<file path="src/logic/dve_pkg.sv">
// Purpose: Shared constants for the DV receive enhancement block
// Assumes: Byte addresses on a 12-bit register port, 32-bit data
// Notes: Bit 31 of a context control word selects buffer-fill mode
package dve_pkg;
    // --------------------------------------------------------------
    // Register offsets
    // --------------------------------------------------------------
    localparam logic [11:0] ENH_SET_OFS = 12'ha80;
    localparam logic [11:0] ENH_CLR_OFS = 12'ha84;
    localparam logic [11:0] CTX_CTRL_BASE = 12'h400;
    localparam logic [11:0] CTX_CTRL_STRIDE = 12'h020;
    localparam logic [11:0] CLR_ALIAS_OFS = 12'h004;
    // --------------------------------------------------------------
    // Field layouts and reset values
    // --------------------------------------------------------------
    localparam logic [31:0] ENH_RW_MASK = 32'h00003333;
    localparam logic [31:0] ENH_RESET = 32'h00000000;
    localparam int ENH_CTX_STRIDE = 4;
    localparam int STRIP_BIT = 0;
    localparam int SYNC_BIT = 1;
    localparam logic [31:0] CTRL_RW_MASK = 32'hc0008000;
    localparam logic [31:0] CTRL_RESET = 32'h00000000;
    localparam int CTRL_FILL_BIT = 31;
    localparam int CTRL_HDR_BIT = 30;
    localparam int CTRL_RUN_BIT = 15;
    localparam int CTRL_ACTIVE_BIT = 10;
    localparam logic [1:0] BRANCH_FILL_SYNC = 2'b01;
    // --------------------------------------------------------------
    // Stream constants
    // --------------------------------------------------------------
    localparam logic [7:0] TAG_FIRST_BYTE = 8'h1f;
    localparam logic [3:0] TAG_LOW_NIBBLE = 4'h7;
    localparam logic [1:0] CIP_QUADLETS = 2'h2;
    localparam logic [1:0] TAG_QUADLET = 2'h2;
    localparam logic [1:0] QIDX_MAX = 2'h3;
    typedef enum logic [0:0] {
        PH_WAIT = 1'b0,
        PH_RUN  = 1'b1
    } dve_phase_type;
endpackage

</file>
<file path="src/logic/dve_ctx.sv">
// Purpose: Per-context payload filter: header strip and frame alignment
// Assumes: Quadlets arrive on the same clock, sop marks payload quadlet 0
// Notes: Outputs are combinational; the top registers them
`timescale 1ns/1ps
module dve_ctx (
    input wire logic clk_i,            // System clock
    input wire logic rst_i,            // Synchronous reset, high
    input wire logic valid_i,          // Quadlet for this context
    input wire logic sop_i,            // First payload quadlet
    input wire logic [31:0] data_i,    // Quadlet data
    input wire logic strip_en_i,       // Effective header strip
    input wire logic sync_en_i,        // Effective frame sync
    input wire logic at_frame_i,       // Buffer sits at a frame start
    output logic keep_o,               // Store this quadlet
    output logic resync_o              // Jump to resync descriptor
);
    typedef struct packed {
        logic [1:0] qidx;
        dve_pkg::dve_phase_type phase;
    } dve_ctx_state_type;

    dve_ctx_state_type s_q, s_d;
    logic [1:0] idx;
    logic tag_hit;

    // Quadlet index of the current beat and tag match on it
    assign idx = sop_i ? 2'h0 : s_q.qidx;
    assign tag_hit = (idx == dve_pkg::TAG_QUADLET) &&
                     (data_i[31:24] == dve_pkg::TAG_FIRST_BYTE) &&
                     (data_i[19:16] == dve_pkg::TAG_LOW_NIBBLE);

    // Next state and decisions
    always_comb begin
        s_d = s_q;
        keep_o = 1'b0;
        resync_o = 1'b0;
        if (!sync_en_i) begin
            s_d.phase = dve_pkg::PH_WAIT;
        end
        if (valid_i) begin
            s_d.qidx = (idx == dve_pkg::QIDX_MAX) ? idx : idx + 2'h1;
            // Strip only the CIP quadlets, later ones pass unless frame sync still waits
            keep_o = !(strip_en_i && idx < dve_pkg::CIP_QUADLETS);
            if (sync_en_i) begin
                unique case (s_q.phase)
                    dve_pkg::PH_WAIT: begin
                        // Nothing goes to memory until a frame start
                        if (tag_hit) begin
                            s_d.phase = dve_pkg::PH_RUN;
                        end else begin
                            keep_o = 1'b0;
                        end
                    end
                    dve_pkg::PH_RUN: begin
                        // A frame start mid-buffer breaks alignment
                        if (tag_hit && !at_frame_i) begin
                            resync_o = 1'b1;
                        end
                    end
                endcase
            end
        end
    end

    // State register
    always_ff @(posedge clk_i) begin
        if (rst_i) begin
            s_q <= '{qidx: 2'h0, phase: dve_pkg::PH_WAIT};
        end else begin
            s_q <= s_d;
        end
    end
endmodule

</file>
<file path="src/logic/dve_top.sv">
// Purpose: DV receive enhancement control for four receive contexts
// Assumes: Register port and packet stream share SYS_CLK_I (40 MHz)
// Notes: Set/clear aliases for enhancements and context control words
//
// How it works
// Software edits bits only while context stopped (not enforced: writes take effect at once, even mid-packet)
// Set alias ORs ones, clear alias removes
// Upper and reserved bit pairs read zero
// Strip bit drops first two payload quadlets
// Strip ignored when packet header kept
// Frame sync needs buffer-fill and branch 01b
// Misplaced frame start jumps to resync descriptor
// Frame sync needs strip on, header off
// Context control pairs at 400h to 464h
// Frame start is 1Fh then low nibble 7h
// Store nothing before first frame start packet
// Bits reset zero, zero writes change nothing
`timescale 1ns/1ps
module dve_top #(
    parameter int NUM_CTX = 4              // Receive contexts
) (
    input wire logic SYS_CLK_I,            // System clock
    input wire logic SYS_RST_I,            // Synchronous reset, high
    input wire logic [11:0] REG_ADDR_I,    // Register byte address
    input wire logic REG_WR_I,             // Write strobe
    input wire logic REG_RD_I,             // Read strobe
    input wire logic [31:0] REG_WDATA_I,   // Write data
    output logic [31:0] REG_RDATA_O,       // Read data
    output logic REG_ACK_O,                // Access done pulse
    input wire logic PKT_VALID_I,          // Payload quadlet valid
    input wire logic PKT_SOP_I,            // First payload quadlet
    input wire logic [1:0] PKT_CTX_I,      // Receiving context
    input wire logic [31:0] PKT_DATA_I,    // Payload quadlet
    input wire logic [7:0] BRANCH_CTL_I,   // Descriptor branch ctl per ctx
    input wire logic [3:0] AT_FRAME_I,     // Buffer at frame start per ctx
    output logic STORE_VALID_O,            // Quadlet to memory
    output logic [1:0] STORE_CTX_O,        // Its context
    output logic [31:0] STORE_DATA_O,      // Its data
    output logic [3:0] RESYNC_JUMP_O,      // Load resync pointer pulse
    output logic [3:0] CTX_RUN_O           // Context run bits
);
    // The decode below is written for four contexts; refuse any other count
    if (NUM_CTX != 4) begin : g_bad_ctx
        $error("dve_top serves exactly four contexts");
    end

    // ------------------------------------------------------------------
    // State
    // ------------------------------------------------------------------
    typedef struct packed {
        logic [31:0] enh;
        logic [3:0][31:0] ctrl;
        logic [31:0] rdata;
        logic ack;
        logic st_valid;
        logic [1:0] st_ctx;
        logic [31:0] st_data;
        logic [3:0] resync;
    } dve_top_state_type;

    dve_top_state_type s_q, s_d;
    logic [3:0] strip_eff, sync_eff, keep, resync;

    // Byte address of a context control word, set or clear alias
    function automatic logic [11:0] ctrl_addr(input int n, input logic clr);
        logic [11:0] a;
        a = dve_pkg::CTX_CTRL_BASE + dve_pkg::CTX_CTRL_STRIDE * 12'(n);
        ctrl_addr = clr ? a + dve_pkg::CLR_ALIAS_OFS : a;
    endfunction

    // Context control word as read, active mirrors run
    function automatic logic [31:0] ctrl_view(input logic [31:0] c);
        logic [31:0] v;
        v = c;
        v[dve_pkg::CTRL_ACTIVE_BIT] = c[dve_pkg::CTRL_RUN_BIT];
        ctrl_view = v;
    endfunction

    // ------------------------------------------------------------------
    // Per-context qualification and filters
    // ------------------------------------------------------------------
    for (genvar n = 0; n < 4; n++) begin : g_ctx
        logic hdr_kept, strip_bit, sync_bit, fill;
        assign hdr_kept = s_q.ctrl[n][dve_pkg::CTRL_HDR_BIT];
        assign fill = s_q.ctrl[n][dve_pkg::CTRL_FILL_BIT];
        assign strip_bit = s_q.enh[n*dve_pkg::ENH_CTX_STRIDE + dve_pkg::STRIP_BIT];
        assign sync_bit = s_q.enh[n*dve_pkg::ENH_CTX_STRIDE + dve_pkg::SYNC_BIT];
        // A kept isochronous header disables both enhancements
        assign strip_eff[n] = strip_bit && !hdr_kept;
        assign sync_eff[n] = sync_bit && strip_eff[n] && fill &&
                             (BRANCH_CTL_I[2*n +: 2] == dve_pkg::BRANCH_FILL_SYNC);

        dve_ctx u_ctx (
            .clk_i(SYS_CLK_I),
            .rst_i(SYS_RST_I),
            .valid_i(PKT_VALID_I && PKT_CTX_I == 2'(n)),
            .sop_i(PKT_SOP_I),
            .data_i(PKT_DATA_I),
            .strip_en_i(strip_eff[n]),
            .sync_en_i(sync_eff[n]),
            .at_frame_i(AT_FRAME_I[n]),
            .keep_o(keep[n]),
            .resync_o(resync[n])
        );
    end

    // ------------------------------------------------------------------
    // Register port and output path
    // ------------------------------------------------------------------
    // Software is trusted to touch a context only while it is stopped;
    // the bits change at once, mid-packet, if it does not.
    always_comb begin
        s_d = s_q;
        s_d.ack = REG_WR_I || REG_RD_I;
        s_d.rdata = 32'h00000000;
        if (REG_WR_I) begin
            // Only ones act, so a zero leaves its bit alone
            if (REG_ADDR_I == dve_pkg::ENH_SET_OFS) begin
                s_d.enh = s_q.enh | (REG_WDATA_I & dve_pkg::ENH_RW_MASK);
            end
            if (REG_ADDR_I == dve_pkg::ENH_CLR_OFS) begin
                s_d.enh = s_q.enh & ~(REG_WDATA_I & dve_pkg::ENH_RW_MASK);
            end
            for (int n = 0; n < 4; n++) begin
                if (REG_ADDR_I == ctrl_addr(n, 1'b0)) begin
                    s_d.ctrl[n] = s_q.ctrl[n] | (REG_WDATA_I & dve_pkg::CTRL_RW_MASK);
                end
                if (REG_ADDR_I == ctrl_addr(n, 1'b1)) begin
                    s_d.ctrl[n] = s_q.ctrl[n] & ~(REG_WDATA_I & dve_pkg::CTRL_RW_MASK);
                end
            end
        end
        if (REG_RD_I) begin
            // Reserved bits never stored, so they read as zero
            if (REG_ADDR_I == dve_pkg::ENH_SET_OFS || REG_ADDR_I == dve_pkg::ENH_CLR_OFS) begin
                s_d.rdata = s_q.enh & dve_pkg::ENH_RW_MASK;
            end
            for (int n = 0; n < 4; n++) begin
                if (REG_ADDR_I == ctrl_addr(n, 1'b0) || REG_ADDR_I == ctrl_addr(n, 1'b1)) begin
                    s_d.rdata = ctrl_view(s_q.ctrl[n]);
                end
            end
        end
        // Filtered quadlets leave one cycle after they arrive
        s_d.st_valid = PKT_VALID_I && keep[PKT_CTX_I];
        s_d.st_ctx = PKT_CTX_I;
        s_d.st_data = PKT_DATA_I;
        s_d.resync = resync;
    end

    // State register
    always_ff @(posedge SYS_CLK_I) begin
        if (SYS_RST_I) begin
            s_q.enh <= dve_pkg::ENH_RESET;
            s_q.ctrl <= {4{dve_pkg::CTRL_RESET}};
            s_q.rdata <= 32'h00000000;
            s_q.ack <= 1'b0;
            s_q.st_valid <= 1'b0;
            s_q.st_ctx <= 2'h0;
            s_q.st_data <= 32'h00000000;
            s_q.resync <= 4'h0;
        end else begin
            s_q <= s_d;
        end
    end

    // Outputs straight from flops
    assign REG_RDATA_O = s_q.rdata;
    assign REG_ACK_O = s_q.ack;
    assign STORE_VALID_O = s_q.st_valid;
    assign STORE_CTX_O = s_q.st_ctx;
    assign STORE_DATA_O = s_q.st_data;
    assign RESYNC_JUMP_O = s_q.resync;
    for (genvar n = 0; n < 4; n++) begin : g_run
        assign CTX_RUN_O[n] = s_q.ctrl[n][dve_pkg::CTRL_RUN_BIT];
    end
endmodule

</file>
<file path="config.mk">
export PLATFORM = sky130hd
export DESIGN_NAME = dve_top
export DESIGN_NICKNAME = d
export VERILOG_FILES = /design/src/logic/dve_pkg.sv /design/src/logic/dve_ctx.sv /design/src/logic/dve_top.sv
export SDC_FILE = /design/constraint.sdc
export NUM_CORES = 1
export LEC_CHECK = 0
export BUFFER_PORTS_ARGS = -buffer_cell sky130_fd_sc_hd__buf_2
export CAP_MARGIN = 5
export CORE_UTILIZATION = 35
export DETAILED_ROUTE_END_ITERATION = 12
export PLACE_DENSITY = 0.7
export SLEW_MARGIN = 20
export SYNTH_ARGS = -nofsm -noshare
export SYNTH_HDL_FRONTEND = slang
export SYNTH_SLANG_ARGS = --single-unit
</file>
<file path="constraint.sdc">
create_clock -name SYS_CLK_I -period 4.1 [get_ports SYS_CLK_I]
set_input_delay 0.82 -clock SYS_CLK_I [delete_from_list [all_inputs] [get_ports SYS_CLK_I]]
set_output_delay 0.82 -clock SYS_CLK_I [all_outputs]
set_load 0.005 [all_outputs]
</file>
-- Word-level counts from Yosys, hierarchy flattened
Index checks and enable logic that the tools add are counted.
- flip-flop bits (word level): 244
- latch bits: 0
- bits in writable memories: 0
- bits in read-only memories: 0
- input port bits: 96
- output and inout bits: 76
- logic and storage cells: 219
- memories kept: 0
- $add $sub $neg: 4
- multipliers: 0
- divide/modulo/power cells: 0
- $lt $le $gt $ge: 5
- eq/ne operators: 27
- shift operators: 0
- mux-type cells: 65
- bitwise logic cells: 25
- reduce and logical (&&, ||, !) cells: 71
- operator list (cell ; number):
    $mux 32 ; 14
    $and 32x32->32 ; 5
    $or 32x32->32 ; 4
    $eq 12x11->1 const B ; 8
    $mux 1 ; 41
    $logic_and 1x1->1 ; 37
    $not 14->32 ; 1
    $not 32->32 ; 1
    $or 32x14->32 ; 1
    $eq 12x12->1 const B ; 2
    $eq 2x2->1 const B ; 10
    $mux 2 ; 8
    $reduce_or 4->1 ; 4
    $mux 14 ; 1
    $not 1->1 ; 13
    $logic_not 1->1 ; 12
    $eq 2x1->1 const B ; 5
    $reduce_and 2->1 ; 5
    $reduce_bool 2->1 ; 5
    $add 2x1->2 const B ; 4
    $eq 8x5->1 const B ; 1
    $lt 2x2->1 const B ; 4
    $logic_or 1x1->1 ; 6
    $eq 4x3->1 const B ; 1
    other kinds (4) ; 4

-- Longest topological paths before layout
- depth after elaboration: 11
- depth in mapped cells: 6
- depth with buffers taken out: 4

-- Cells and area by module
A second synthesis with hierarchy kept.
- cell total of the unflattened synthesis: 363
- area total of the unflattened synthesis: 3861.2 um^2
- modules (own cells, without submodules) (module ; times used ; cells an instance ; area each (um^2) ; seq. area each (um^2)):
    dve_top ; 1 ; 275 ; 3040.4 ; 1421.4
    dve_ctx ; 4 ; 22 ; 205.2 ; 60.1

-- Worst setup path before layout
No wires, ideal clock.
- path type: in2reg
- from: input port REG_ADDR_I[0]
- to: register (tool-made name)
- library setup time: 0.142 ns
- arrival time: 2.179 ns
- required time: 3.958 ns
- slack: 1.779 ns
- cell stages on the path: 5
- path buffers: 1
- cells stage by stage: or4_4 nor4b_4 and2_2 buf_6 a311oi_1
- RTL lines (item ; line ; source):
    start, declared ; dve_top.sv:24 ; input wire logic [11:0] REG_ADDR_I,

-- Worst setup path after layout
- from: input port PKT_SOP_I
- to: register s_q, in the netlist RESYNC_JUMP_O[0]
- word-level cells in the longest chain between the ends: 6
- RTL lines (item ; line ; source):
    start, declared ; dve_top.sv:31 ; input wire logic PKT_SOP_I,
    $mux 2 ; dve_ctx.sv:27 ; assign idx = sop_i ? 2'h0 : s_q.qidx;
    $eq 2x2->1 ; dve_ctx.sv:28 ; assign tag_hit = (idx == dve_pkg::TAG_QUADLET) &&
    $logic_and 1x1->1 ; dve_ctx.sv:28 ;
    $logic_and 1x1->1 ; dve_ctx.sv:29 ; (data_i[31:24] == dve_pkg::TAG_FIRST_BYTE) &&
    $logic_and 1x1->1 ; dve_ctx.sv:56 ; if (tag_hit && !at_frame_i) begin
    $mux 1 ; dve_ctx.sv:56 ;
    end, declared ; dve_top.sv:61 ; dve_top_state_type s_q, s_d;
Every way passes these cells.
A chain may end at the register's enable or synchronous reset.

==> key figures <==
Placement
  – Port buffer count: 130
  – Placed cell areas: 3900 um2
  – Placed Cells: 540
  – DPL Wire Length: 5.89 mm
  – Final Wtd Congestion: 0.848
  – Post-place setup slack: 1.42 ns

GRT
  – Largest net degree at the start of global routing: 38
  – Gr ovfl total: 0
  – Number of global-route vias before repair: 2530
  – Global-route wire length before repair: 12.5 mm
  – Gr usage total: 16.5%
  – Antenna violations before repair: 0

Floorplan
  – I/O pin count: 172
  – # rows: 34
  – Die height: 98.7 um
  – Die ar.: 9750 um2
  – Core area: 8890 um2
  – Die Width: 98.7 um
  – Initial Util: 36.8%

Synthesis
  – Number of enable flip-flop cells after synthesis: 0
  – Yosys warning count: 0
  – Cells after Synth: 320
  – Sequential area share after synthesis: 50.7%
  – Register bit total from synthesis: 83
  – Post-synth top flop: dfxtp_1
  – Async SR Flop Fraction: 0%
  – Synth Cell Area: 3270 um2
  – Synth cell types: 44
  – Post-synthesis area per instance: 10.2 um2

Clocking
  – Root Driver: clkbuf_8
  – PostCTS Resize Cnt: 0
  – Clock insertion delay at the later pin of the skew report: 0.34 ns
  – H-Tree Depth: 3
  – Sink Count: 83
  – Clock transition time at the flip-flop clock pins of the worst setup and hold paths: 0.08 ns
  – Post-CTS Setup Inserts: 0
  – Hold buffer count at CTS: 0
  – Clock Tree Buf Depth: 2
  – CTS Buf Count: 9
  – TritonCTS clock tree: done

Power
  – Power Total: 1.50 mW
  – Peak supply drop: 0.150 mV
  – Leakage: 1.73 nW
  – PwrDens: 367 nW/um2

Min path
  – Hold Crit Class: reg2reg

STA
  – Fmax: 0.426 GHz
  – Setup-failing EPs final: 0
  – Worst hold slack: 0.463 ns
  – Worst slew margin: 46.8%
  – Setup TNS: 0 ns
  – Slew @ Worst Pin: 0.792 ns
  – Fin. max-slew vios: 0
  – RSZ-0062 raised after global routing: no
  – Crit path time final: 2.35 ns
  – Final Hold Vio Count: 0
  – Crit path setup slack, layout: 1.75 ns
  – Final Skew: 0.00646 ns
  – Period utilization: 57.3%

Routing
  – Wirelength per Cell: 14.2 um
  – DR pass1 iterations: 4
  – Via/cell ratio: 5.04
  – Final WL: 7.91 mm
  – Final ANT Viol Nets: 0
  – Vias: 2804
  – Initial DRC count: 171
  – DRC Markers: 0

Critical path
  – CP Launch Type: input pin
  – Worst EP arrival: 2.59 ns
  – Critical path class: in2reg
  – Critical-path maximum fanout: 13
  – CP endpoint kind: flop
  – Required @ worst endpoint: 4.34 ns

Cells and area
  – Fin cells: 556
  – Final instance area: 4090 um2
  – Count of nets after finishing: 539
  – Fill cells: 883
  – Final Util: 46.0%
  – Fraction of layout cells with a size suffix above 1: 35.0%
  – Layout area overhead: 25.0%
  – Antenna cells: 0

Job
  – # Max-Cap Violations: 0

Run status
  – Status: finished clean
-- critical path, stage by stage --
cell and delay, ns:
buf_2 0.18, nand4b_1 0.24, nor4_2 0.75, nand2b_1 0.28, nor4_1 0.31
-- path summary, 6_finish.rpt --
path | slack [ns] | end | cells past startpoint | startpoint
worst max-delay path | 1.75 | RESYNC_JUMP_O[0] | 5 | PKT_SOP_I
worst min-delay path | 0.46 | RESYNC_JUMP_O[2] | 2 | g_ctx[2].u_ctx.s_q[0]
worst max register to register | 2.55 | STORE_VALID_O | 4 | g_ctx[0].u_ctx.s_q[1]
worst min register to register | 0.46 | RESYNC_JUMP_O[2] | 2 | g_ctx[2].u_ctx.s_q[0]
-- cells in the final DEF (no fill, tap or decap), types with 2 or more instances in the layout --
master / n
nand2_1: 7
nor2_1: 8
nor4b_1: 2
nand2b_1: 7
a311oi_1: 20
buf_2: 130
a31oi_1: 25
a21oi_1: 8
and4b_1: 2
conb_1: 20
clkbuf_8: 12
nor3_1: 8
buf_4: 2
nand3b_1: 4
nor2b_1: 46
nand4b_1: 4
dfxtp_1: 83
nor4_1: 7
inv_1: 4
o21bai_1: 2
nand4_1: 3
a211oi_1: 7
and2_1: 12
nand3_1: 2
mux4_2: 3
-- logic make-up after synthesis --
logic type	after synthesis	synth area share (%)
AND/OR/NAND/NOR	126	25.3
flip-flops	83	50.7
AO/OA/AOI/OAI	64	13.9
buffers and inverters	43	7.95
multiplexers	3	2.06
other	1	0.115
-- final cells by class --
cell class	count	area (um2)	area share [%]
inverter	4	15.0	0.367
tap	108	135	3.30
timing repair buffer	132	666	16.3
sequential	83	1660	40.6
clock buffer	13	169	4.13
clock inverter	3	21.3	0.520
multi-input combinational	213	1420	34.8
-- synth_stat cells (7+ instances only) --
cell / number / area [um2]
a211oi_1: 7 / 52.6
a21oi_1: 8 / 40.0
a311oi_1: 20 / 175
a31oi_1: 25 / 156
and2_1: 12 / 75.1
buf_4: 21 / 158
clkbuf_1: 14 / 52.6
dfxtp_1: 83 / 1660
nand2_1: 7 / 26.3
nand2b_1: 7 / 43.8
nor2_1: 8 / 30.0
nor2b_1: 46 / 288
nor3_1: 8 / 40.0
nor4_1: 7 / 43.8
-- per-layer routing --
layer / part of all wire [%] / vias to the layer above / global-route usage [%]
li1: - / 1376 / -
met5: 0 / - / 0
met1: 46 / 1265 / 22.0
met3: 8.9 / 12 / 4.26
met2: 44 / 151 / 25.7
met4: 1.4 / 0 / 5.86
-- where the power goes --
group,switching (mW),total [mW],internal [mW]
clock,0.273,0.543,0.270
combinational,0.0655,0.124,0.0582
sequential,0.00631,0.833,0.827
total,0.345,1.50,1.16
No activity file was read; power rests on OpenSTA's default activity.
